===== src/rtl/dwk_pkg.sv =====
// Shared constants for the digital I/O port with wake and interrupt logic.
// Assumes a byte-wide host I/O access port and a 250 MHz core clock.
package dwk_pkg;
  localparam int          ADDR_W        = 12;
  localparam logic [11:0] OFF_PORT0     = 12'h450;
  localparam logic [11:0] OFF_PORT1     = 12'h451;
  localparam logic [11:0] OFF_WINDOW    = 12'h452;
  localparam logic [11:0] OFF_CONTROL   = 12'h453;
  localparam logic [11:0] OFF_WAKE      = 12'h454;

  localparam logic [7:0]  RST_BYTE      = 8'h00;

  // Control register fields.
  localparam int          CTL_SEL_LO    = 0;
  localparam int          CTL_SEL_HI    = 1;
  localparam int          CTL_P1_DIR    = 2;
  localparam int          CTL_MODE_LO   = 3;
  localparam int          CTL_MODE_HI   = 4;
  localparam int          CTL_FLAG      = 6;
  // Wake control fields.
  localparam int          WAKE_EN_BIT   = 0;
  localparam int          INT_MASK_BIT  = 1;

  localparam logic [1:0]  SEL_CLEAR     = 2'h0;
  localparam logic [1:0]  SEL_DIR       = 2'h1;
  localparam logic [1:0]  SEL_MASK      = 2'h2;
  localparam logic [1:0]  SEL_COMPARE   = 2'h3;

  localparam logic [1:0]  MODE_OFF      = 2'h0;
  localparam logic [1:0]  MODE_STROBE   = 2'h1;
  localparam logic [1:0]  MODE_CHANGE   = 2'h2;
  localparam logic [1:0]  MODE_MATCH    = 2'h3;

  // Timing: core clock and the two sampling rates, in kHz.
  localparam int          CLK_RATE_KHZ  = 250000;
  localparam int          NORM_RATE_KHZ = 8330;
  localparam int          STBY_RATE_KHZ = 32;
  localparam int          NORM_DIV      = CLK_RATE_KHZ / NORM_RATE_KHZ;
  localparam int          STBY_DIV      = CLK_RATE_KHZ / STBY_RATE_KHZ;
  // Shortest level guaranteed to be seen, in ns; one sample period.
  localparam int          DEGLITCH_NS   = 120;

  typedef enum logic [2:0] {
    DWK_ARMED = 3'b001,
    DWK_HELD  = 3'b010,
    DWK_IDLE  = 3'b100
  } dwk_strobe_e;
endpackage : dwk_pkg


===== src/rtl/dwk_port.sv =====
// Top of the 16-line digital I/O port with change, match and strobe
// interrupts and wake routing, reached through byte-wide host I/O.
// Assumes single-cycle read and write strobes and synchronous decode.
//
// Notes on behaviour
// - Each port 0 bit has own direction; inputs read pin, outputs last write.
// - Port 0 data write drives every output-configured port 0 pin.
// - Port 1 has one direction; input reads pins, output drives and reads back.
// - Control bits 1:0 map shared window to clear, direction, mask or compare.
// - Reading the clear function drops any pending interrupt request.
// - Writing clear zeroes compare, mask, control and both data registers.
// - Direction bit zero makes pin input, one makes it output.
// - Mask bit one excludes that bit from comparison and change detection.
// - All mask bits set disables the comparator; no change or match events.
// - Match mode compares unmasked compare bits against current port 0.
// - Match or change sets control bit 6 and raises interrupt if enabled.
// - Mode field bits 4:3: 10 change, 11 match, 01 strobe.
// - Change and match modes sample port 0 at 8.33 MHz.
// - Deglitching guarantees detection of levels lasting 120 ns or more outside standby.
// - Strobe rising edge raises request, held until clear is read or written.
// - Strobe edge captures port 0 into compare; next strobe waits for read.
// - Wake bit 0 lets events wake; wake bit 1 masks interrupt only.
// - Strobe, match and change events can all produce a wake.
// - In standby sampling runs at 32 kHz instead of normal rate.
// - Change mode interrupts when any unmasked port 0 bit changes.
// - Match mode interrupts when all unmasked bits equal the pattern.
// - Control and data registers reset to zero, lines become inputs.
`timescale 1ns/1ps
module dwk_port
  import dwk_pkg::*;
#(
  parameter int STBY_DIVIDER = STBY_DIV
) (
  input  wire logic              clk_in,
  input  wire logic              rst_in,
  input  wire logic [ADDR_W-1:0] io_addr_in,
  input  wire logic              io_wr_in,
  input  wire logic              io_rd_in,
  input  wire logic [7:0]        io_wdata_in,
  output logic      [7:0]        io_rdata_out,
  input  wire logic [7:0]        bit_port_line_in,
  output logic      [7:0]        bit_port_line_out,
  output logic      [7:0]        bit_port_line_oe_n_out,
  input  wire logic [7:0]        byte_port_line_in,
  output logic      [7:0]        byte_port_line_out,
  output logic      [7:0]        byte_port_line_oe_n_out,
  input  wire logic              strobe_in,
  input  wire logic              standby_in,
  output logic                   irq_out,
  output logic                   wake_out
);
  logic [7:0]  port0_data;
  logic [7:0]  port1_data;
  logic [7:0]  port0_direction;
  logic [7:0]  compare_mask;
  logic [7:0]  pattern_compare;
  logic [7:0]  port_control;
  logic [7:0]  wake_control;
  logic        irq_pending;
  logic        match_seen;
  dwk_strobe_e strobe_state;

  logic [7:0]  p0_sync;
  logic        strobe_sync;
  logic        strobe_prev;
  logic        tick;
  logic [7:0]  p0_sample;

  logic        wr_p0, wr_p1, wr_win, wr_ctl, wr_wake, rd_win;
  logic        clear_write, clear_read, cmp_write, cmp_read;
  logic [1:0]  sel;
  logic [1:0]  mode;
  logic        cmp_on, change_hit, match_now, match_evt;
  logic        strobe_rise, strobe_evt, event_any;
  logic [7:0]  next_rdata;

  dwk_sync #(.W(9)) u_sync (
    .clk_in (clk_in),
    .rst_in (rst_in),
    .d_in   ({strobe_in, bit_port_line_in}),
    .q_out  ({strobe_sync, p0_sync})
  );

  dwk_sampler #(.NDIV(NORM_DIV), .SDIV(STBY_DIVIDER)) u_sampler (
    .clk_in     (clk_in),
    .rst_in     (rst_in),
    .standby_in (standby_in),
    .d_in       (p0_sync),
    .tick_out   (tick),
    .sample_out (p0_sample)
  );

  assign sel         = port_control[CTL_SEL_HI:CTL_SEL_LO];
  assign mode        = port_control[CTL_MODE_HI:CTL_MODE_LO];
  assign wr_p0       = io_wr_in && io_addr_in == OFF_PORT0;
  assign wr_p1       = io_wr_in && io_addr_in == OFF_PORT1;
  assign wr_win      = io_wr_in && io_addr_in == OFF_WINDOW;
  assign wr_ctl      = io_wr_in && io_addr_in == OFF_CONTROL;
  assign wr_wake     = io_wr_in && io_addr_in == OFF_WAKE;
  assign rd_win      = io_rd_in && io_addr_in == OFF_WINDOW;
  assign clear_write = wr_win && sel == SEL_CLEAR;
  assign clear_read  = rd_win && sel == SEL_CLEAR;
  assign cmp_write   = wr_win && sel == SEL_COMPARE;
  assign cmp_read    = rd_win && sel == SEL_COMPARE;

  // Detection. All-ones mask turns the comparator off entirely.
  assign cmp_on      = compare_mask != 8'hFF;
  assign change_hit  = tick && cmp_on && mode == MODE_CHANGE &&
                       |((p0_sample ^ pattern_compare) & ~compare_mask);
  assign match_now   = cmp_on && mode == MODE_MATCH &&
                       ((p0_sample ^ pattern_compare) & ~compare_mask) == 8'h00;
  // Only the entry into a match counts, so a held match fires once.
  assign match_evt   = match_now && !match_seen;
  assign strobe_rise = strobe_sync && !strobe_prev;
  assign strobe_evt  = strobe_rise && mode == MODE_STROBE &&
                       strobe_state == DWK_ARMED;
  assign event_any   = change_hit || match_evt || strobe_evt;

  always_ff @(posedge clk_in or posedge rst_in) begin
    if (rst_in) begin
      strobe_prev <= 1'b0;
      match_seen  <= 1'b0;
    end else begin
      strobe_prev <= strobe_sync;
      match_seen  <= match_now;
    end
  end

  // Data registers and their clear.
  always_ff @(posedge clk_in or posedge rst_in) begin
    if (rst_in) begin
      port0_data <= RST_BYTE;
      port1_data <= RST_BYTE;
    end else if (clear_write) begin
      port0_data <= RST_BYTE;
      port1_data <= RST_BYTE;
    end else begin
      if (wr_p0) begin
        port0_data <= io_wdata_in;
      end
      if (wr_p1) begin
        port1_data <= io_wdata_in;
      end
    end
  end

  // Shared window targets other than compare.
  always_ff @(posedge clk_in or posedge rst_in) begin
    if (rst_in) begin
      port0_direction <= RST_BYTE;
      compare_mask    <= RST_BYTE;
    end else if (clear_write) begin
      compare_mask <= RST_BYTE;
    end else if (wr_win && sel == SEL_DIR) begin
      port0_direction <= io_wdata_in;
    end else if (wr_win && sel == SEL_MASK) begin
      compare_mask <= io_wdata_in;
    end
  end

  // Compare register: host write, change-mode sampling, strobe capture.
  // Match mode leaves it alone so the pattern survives.
  always_ff @(posedge clk_in or posedge rst_in) begin
    if (rst_in) begin
      pattern_compare <= RST_BYTE;
    end else if (clear_write) begin
      pattern_compare <= RST_BYTE;
    end else if (strobe_evt) begin
      pattern_compare <= p0_sync;
    end else if (cmp_write) begin
      pattern_compare <= io_wdata_in;
    end else if (tick && mode == MODE_CHANGE) begin
      pattern_compare <= p0_sample;
    end
  end

  // Control register; bit 6 is the event flag, a set beats any clear.
  always_ff @(posedge clk_in or posedge rst_in) begin
    if (rst_in) begin
      port_control <= RST_BYTE;
    end else begin
      if (clear_write) begin
        port_control <= RST_BYTE;
      end else if (wr_ctl) begin
        port_control[CTL_MODE_HI:CTL_SEL_LO] <=
          io_wdata_in[CTL_MODE_HI:CTL_SEL_LO];
      end
      if (change_hit || match_evt) begin
        port_control[CTL_FLAG] <= 1'b1;
      end else if (clear_read) begin
        port_control[CTL_FLAG] <= 1'b0;
      end
    end
  end

  always_ff @(posedge clk_in or posedge rst_in) begin
    if (rst_in) begin
      wake_control <= RST_BYTE;
    end else if (wr_wake) begin
      wake_control <= {6'h00, io_wdata_in[INT_MASK_BIT:WAKE_EN_BIT]};
    end
  end

  // Pending request: events set it, a clear read drops it.
  always_ff @(posedge clk_in or posedge rst_in) begin
    if (rst_in) begin
      irq_pending <= 1'b0;
    end else if (event_any) begin
      irq_pending <= 1'b1;
    end else if (clear_read || clear_write) begin
      irq_pending <= 1'b0;
    end
  end

  // Strobe arming: one capture per compare read.
  always_ff @(posedge clk_in or posedge rst_in) begin
    if (rst_in) begin
      strobe_state <= DWK_ARMED;
    end else begin
      case (strobe_state)
        DWK_ARMED: begin
          if (strobe_evt) begin
            strobe_state <= DWK_HELD;
          end
        end
        DWK_HELD: begin
          if (cmp_read || clear_write) begin
            strobe_state <= DWK_ARMED;
          end
        end
        default: begin
          strobe_state <= DWK_ARMED;
        end
      endcase
    end
  end

  always_ff @(posedge clk_in or posedge rst_in) begin
    if (rst_in) begin
      irq_out  <= 1'b0;
      wake_out <= 1'b0;
    end else begin
      irq_out  <= irq_pending && !wake_control[INT_MASK_BIT];
      wake_out <= irq_pending && wake_control[WAKE_EN_BIT];
    end
  end

  // Pins: open enable is low while driving.
  assign bit_port_line_out       = port0_data;
  assign bit_port_line_oe_n_out  = ~port0_direction;
  assign byte_port_line_out      = port1_data;
  assign byte_port_line_oe_n_out = {8{~port_control[CTL_P1_DIR]}};

  always_comb begin
    next_rdata = 8'h00;
    case (io_addr_in)
      OFF_PORT0: begin
        next_rdata = (port0_direction & port0_data) |
                     (~port0_direction & p0_sync);
      end
      OFF_PORT1: begin
        next_rdata = port_control[CTL_P1_DIR] ? port1_data
                                              : byte_port_line_in;
      end
      OFF_WINDOW: begin
        case (sel)
          SEL_DIR:     next_rdata = port0_direction;
          SEL_MASK:    next_rdata = compare_mask;
          SEL_COMPARE: next_rdata = pattern_compare;
          default:     next_rdata = 8'h00;
        endcase
      end
      OFF_CONTROL: begin
        next_rdata = {1'b0, port_control[CTL_FLAG], 1'b0,
                      port_control[CTL_MODE_HI:CTL_SEL_LO]};
      end
      OFF_WAKE: begin
        next_rdata = wake_control;
      end
      default: begin
        next_rdata = 8'h00;
      end
    endcase
  end

  always_ff @(posedge clk_in or posedge rst_in) begin
    if (rst_in) begin
      io_rdata_out <= 8'h00;
    end else if (io_rd_in) begin
      io_rdata_out <= next_rdata;
    end
  end
endmodule : dwk_port


===== src/rtl/dwk_sync.sv =====
// Two-flop synchroniser for a bundle of asynchronous levels.
// Assumes each bit is an independent level; no bus coherence is given.
`timescale 1ns/1ps
module dwk_sync #(
  parameter int W = 8
) (
  input  wire logic         clk_in,
  input  wire logic         rst_in,
  input  wire logic [W-1:0] d_in,
  output logic      [W-1:0] q_out
);
  logic [W-1:0] meta;

  always_ff @(posedge clk_in or posedge rst_in) begin
    if (rst_in) begin
      meta  <= '0;
      q_out <= '0;
    end else begin
      meta  <= d_in;
      q_out <= meta;
    end
  end
endmodule : dwk_sync


===== src/rtl/dwk_sampler.sv =====
// Sampling tick generator and deglitched port sample register.
// Assumes d_in is already synchronised to clk_in.
`timescale 1ns/1ps
module dwk_sampler
  import dwk_pkg::*;
#(
  parameter int NDIV = NORM_DIV,
  parameter int SDIV = STBY_DIV
) (
  input  wire logic       clk_in,
  input  wire logic       rst_in,
  input  wire logic       standby_in,
  input  wire logic [7:0] d_in,
  output logic            tick_out,
  output logic      [7:0] sample_out
);
  logic [15:0] cnt;
  logic [15:0] limit;
  logic [15:0] half;
  logic        half_tick;
  logic [7:0]  prev;

  // Standby swaps the slow divider in so sampling ticks at the low rate off clk_in.
  assign limit = standby_in ? 16'(SDIV - 1) : 16'(NDIV - 1);
  assign half  = limit >> 1;

  always_ff @(posedge clk_in or posedge rst_in) begin
    if (rst_in) begin
      cnt       <= '0;
      tick_out  <= 1'b0;
      half_tick <= 1'b0;
    end else begin
      tick_out  <= (cnt >= limit);
      half_tick <= (cnt == half);
      cnt       <= (cnt >= limit) ? '0 : cnt + 16'h0001;
    end
  end

  // Samples are taken twice per period and a bit is accepted only when two
  // successive samples agree: a level held one full period always spans two
  // of them, while a half-period glitch passes only if it straddles a pair.
  always_ff @(posedge clk_in or posedge rst_in) begin
    if (rst_in) begin
      prev       <= '0;
      sample_out <= '0;
    end else if (tick_out || half_tick) begin
      prev <= d_in;
      for (int i = 0; i < 8; i++) begin
        if (prev[i] == d_in[i]) begin
          sample_out[i] <= d_in[i];
        end
      end
    end
  end
endmodule : dwk_sampler


===== config.mk =====
export PLATFORM = sky130hd
export DESIGN_NAME = dwk_port
export DESIGN_NICKNAME = d
export VERILOG_FILES = /design/src/rtl/dwk_pkg.sv /design/src/rtl/dwk_port.sv /design/src/rtl/dwk_sync.sv /design/src/rtl/dwk_sampler.sv
export SDC_FILE = /design/constraint.sdc
export NUM_CORES = 1
export LEC_CHECK = 0
export BUFFER_PORTS_ARGS = -buffer_cell sky130_fd_sc_hd__buf_2
export CORE_MARGIN = 5
export CORE_UTILIZATION = 40
export CTS_BUF_LIST = sky130_fd_sc_hd__clkbuf_2 sky130_fd_sc_hd__clkbuf_4 sky130_fd_sc_hd__clkbuf_8
export DETAILED_ROUTE_END_ITERATION = 16
export GPL_ROUTABILITY_DRIVEN = 1
export PLACE_DENSITY_LB_ADDON = 0.15
export SLEW_MARGIN = 20
export SYNTH_ARGS = -nofsm -noshare
export SYNTH_HDL_FRONTEND = slang
export SYNTH_SLANG_ARGS = --single-unit

===== constraint.sdc =====
create_clock -name clk_in -period 6.2 [get_ports clk_in]
set_input_delay 1.24 -clock clk_in [delete_from_list [all_inputs] [get_ports clk_in]]
set_output_delay 1.24 -clock clk_in [all_outputs]
set_load 0.005 [all_outputs]

==> summary by stage <==
Final layout
In the final design database the tool counted 683 nets. The number of antenna diodes in the final layout is 0. In the layout the commonest cells are sky130_fd_sc_hd__dfrtp_1, sky130_fd_sc_hd__buf_2, sky130_fd_sc_hd__o21ai_0. Of the cells placed in the final design, the portion with a size suffix greater than 1 is 0.208. The library cell used most frequently in the layout, excluding fill and tap cells, is sky130_fd_sc_hd__dfrtp_1. Fill cells in the final layout number 1,345. Once layout is done, the placed cells without fillers occupy 6510 sq um.

The area added between synthesis and finish is 16.4%.

Die
The die covers 16,400 sq um. In this run the core area contains 43 standard-cell rows. In this run the standard cell core region covers 13,800 sq um.

For this design the top-level I/O count stands at 84. In this run the horizontal extent of the chip is 128 um. The die extent in y is 128 um. The initial utilization of the core area, before any placement, comes to 0.406.

CTS
In this run the post-CTS setup repair buffer count came out at 0. The buffer cell driving the clock tree root is sky130_fd_sc_hd__clkbuf_8. Counting along the longest clock path gives a buffer depth of 2. The TritonCTS clock tree is yes. Counting the buffers created by CTS gives 17. The number of hold buffers added after cts is 0. The clock insertion delay at the later pin of the skew report is 0.44 ns. The number of clock sinks seen by CTS is 115. After clock tree synthesis, the clock-pin slew on the worst setup and hold paths is 0.07 ns. Once the clock tree was built, the resizer swapped 0 gates to a different size. The depth of the CTS H-tree is 4.

Critical path
The master of the slowest instance on the critical path is sky130_fd_sc_hd__and3_2. Traced cell by cell, the critical path runs through buf_2 > or4b_1 > nor3_4 > and3_2 > nor2_1 > a221o_1. The startpoint type of the worst setup path is a primary input. The terminus of the critical flop-to-flop path is pattern_compare[1]. The most critical setup path has its startpoint at io_addr_in[1]. The startpoint of the worst register-to-register path is port_control[1].

The termination of the worst setup path is pattern_compare[0]. The worst setup path is of the in2reg kind. The arrival time of data at the critical path endpoint is 3.71 ns. On the worst path, the slowest cell contributes a delay of 0.69 ns. The setup check on the worst reg-to-reg path leaves a slack of 3.72 ns.

The worst reg-to-reg path cell count is 5. The worst setup path is captured at a flop. The data required time of the critical path is 6.52 ns.

Of all nets on the critical path, the largest fanout is 28.

Detailed routing
In this run the remaining antenna-violating nets after routing total 0. The per-cell routed wire length is 18.6 um. The average via count per standard cell is 5.51. For this block, the initial DRC count from the detailed router was 385.

Wires add up to 15,300 um. The final route contains 4,535 vias. For this run, design rule violations remaining after detail routing come to 0. The number of iterations in the first detailed-routing pass is 5.

Timing
The slew at the pin closest to its max-slew limit is 1.01 ns. Dividing the final minimum period by the clock period gives 0.547. Based on the critical path, the design can be clocked at up to 295 MHz. Setup repair after global routing left no endpoint under its margin. The final worst setup slack is 2.81 ns. The count of pins over their slew limit was 0. The post-route minimum period is 3.39 ns.

The worst clock skew is 0.00727 ns. After routing, the total negative slack on setup checks comes to 0 ns. The number of setup violations in the final report is 0. The number of endpoints with negative hold slack in the final report is 0. The worst pin sits at a relative slew slack of 0.325.

Pwr
The register share of total power is 0.478. The switching share of power is 0.236. For this design the static power due to leakage is 3.04 nW. The share of total power dissipated in combinational logic is 0.070. The switching power total is 0.399 mW. The maximum resistive drop on vdd is 0.156 mV. Internal power comes to 1.29 mW.

The part of the total power dissipated in the clock network is 0.452. The power density of the placed cells is 260 nW/um^2.

Placed design
Buffers placed on the I/O ports in this run total 83. Routability-driven placement finished with a final weighted congestion of 0.879. Summing all placed instances gives a cell area of 6070 sq um. Prior to clock tree synthesis, the placed netlist has a worst setup slack of 2.04 ns. After legalization and detailed placement, the total HPWL measured 11,100 um.

Synthesis
The post-synthesis cell area is 5590 sq um. The register bit total from synthesis is 115. The yosys synthesis warning count is 0. After synthesis, the mean cell area works out to 10.0 sq um. Synthesis produced a netlist whose cell count is 559. After synthesis, the share of flip-flops with an asynchronous set or reset is 1.00. The number of flops mapped to enable cells by yosys is 0. The count of distinct cell types in the synthesized netlist is 63. For this run, the register share of the synthesized area comes to 0.515.

In the synthesized netlist the dominant register cell turns out to be sky130_fd_sc_hd__dfrtp_1.

Global route
The number of global-route vias before repair is 4,376. The global-route wire length before repair is 24,500 um. The total congestion overflow is 0. In the global route stage, overall resource usage came out at 0.194. The pin count of the biggest net entering global routing is 63. The initial antenna violation count is 0.

Min path
The class of the tightest hold or removal check is reg2reg.

Outcome
The run finished with clean final reports.

Run
Max-cap violations in this run came to 0.
## how the worst min path moves through the flow
| stage | from | endpoint | slack [ns] | depth (start not counted) |
|---|---|---|---|---|
| 5_1_grt | u_sync.meta[2] | u_sync.q_out[2] | 0.36 | 0 |
| 3_3_place_gp | u_sync.meta[3] | u_sync.q_out[3] | 0.33 | 0 |
| 3_5_place_dp | u_sync.meta[2] | u_sync.q_out[2] | 0.34 | 0 |
| 6_report | u_sync.meta[5] | u_sync.q_out[5] | 0.34 | 0 |
| 4_1_cts | u_sync.meta[5] | u_sync.q_out[5] | 0.34 | 0 |
| 2_1_floorplan | u_sync.meta[0] | u_sync.q_out[0] | 0.33 | 0 |
## metrics by stage
stage / hold WS (ns) / total power, mW / utilization / cells
global placement: 0.332 / 0.937 / 0.441 / 792
CTS: 0.345 / 1.71 / 0.472 / 823
global route: 0.361 / 1.77 / 0.473 / 823
finish: 0.344 / 1.69 / 0.473 / 823
detailed placement: 0.336 / 0.942 / 0.441 / 792
floorplan: 0.331 / 0.888 / - / 560
## power by group through the flow
stage	Clock (mW)	Sequential [mW]	Combinational (mW)
5_1_grt	0.820	0.812	0.135
6_report	0.764	0.809	0.119
3_3_place_gp	0	0.821	0.116
2_1_floorplan	0	0.814	0.0738
4_1_cts	0.779	0.809	0.120
3_5_place_dp	0	0.823	0.119
## sequential cells by signal (all words and copies together), names as in the netlist, 2 cells and up
name,cells
bit_port_line_out,8
byte_port_line_out,8
compare_mask,8
io_rdata_out,8
pattern_compare,8
port0_direction,8
port_control,6
strobe_state,2
u_sampler.cnt,16
u_sampler.prev,8
u_sampler.sample_out,8
u_sync.meta,9
u_sync.q_out,9
wake_control,2
## logic make-up (layout without fill, tap and decap cells)
| group | Yosys count | after routing | share of synthesized area |
|---|---|---|---|
| other | 1 | 2 | 0.000671 |
| buffers and inverters | 60 | 143 | 0.0504 |
| AOI/OAI and AO/OA | 141 | 141 | 0.159 |
| xor gates and xnor gates | 20 | 20 | 0.0313 |
| adders and majority gates | 10 | 10 | 0.0224 |
| and+or+nand+nor | 177 | 177 | 0.157 |
| muxes | 35 | 35 | 0.0638 |
| DFF | 115 | 115 | 0.515 |
## area by class of cell
class,instances,area (sq um),area share
Sequential cell,115,2880,0.442
Multi-Input combinational cell,385,2440,0.374
Timing Repair Buffer,85,430,0.0661
Clock buffer,21,277,0.0425
Tap cell,180,225,0.0346
Clock inverter,10,156,0.0240
Inverter,27,104,0.0160
## cells in the mapped netlist (3+ instances only)
master,instances,area (sq um)
sky130_fd_sc_hd__buf_2,3,15.0
sky130_fd_sc_hd__and3_1,6,37.5
sky130_fd_sc_hd__o21ai_0,63,315
sky130_fd_sc_hd__a21o_1,5,37.5
sky130_fd_sc_hd__nor3_1,3,15.0
sky130_fd_sc_hd__a221o_1,8,80.1
sky130_fd_sc_hd__xor2_1,6,52.6
sky130_fd_sc_hd__a32oi_1,8,70.1
sky130_fd_sc_hd__nor2_1,58,218
sky130_fd_sc_hd__o22a_1,3,26.3
sky130_fd_sc_hd__nor2b_1,4,25.0
sky130_fd_sc_hd__nand2_1,60,225
sky130_fd_sc_hd__nand3_1,9,45.0
sky130_fd_sc_hd__mux2_2,5,56.3
sky130_fd_sc_hd__nor4b_1,4,35.0
sky130_fd_sc_hd__buf_4,10,75.1
sky130_fd_sc_hd__a31oi_1,4,25.0
sky130_fd_sc_hd__inv_1,26,97.6
sky130_fd_sc_hd__nor4_1,4,25.0
sky130_fd_sc_hd__mux2i_1,30,300
sky130_fd_sc_hd__a21oi_1,19,95.1
sky130_fd_sc_hd__a22oi_1,10,75.1
sky130_fd_sc_hd__xnor2_1,14,123
sky130_fd_sc_hd__clkbuf_1,16,60.1
sky130_fd_sc_hd__ha_1,10,125
sky130_fd_sc_hd__dfrtp_1,114,2850
sky130_fd_sc_hd__o22ai_1,6,37.5
sky130_fd_sc_hd__nand4_1,7,43.8
## layer usage
layer	vias up	track usage	wire length [um]
met2	165	0.298	7070
met5	-	0	0
met1	2231	0.267	6960
met4	0	0.0543	210
li1	2121	-	-
met3	18	0.0600	1060
## critical path, delay by kind of cell
family / cells / cell delay [ns]
buffers and inverters: 1 / 0.31
AOI/OAI and AO/OA: 1 / 0.28
and+or+nand+nor: 4 / 1.86
Power figures use the tool's default switching activity.
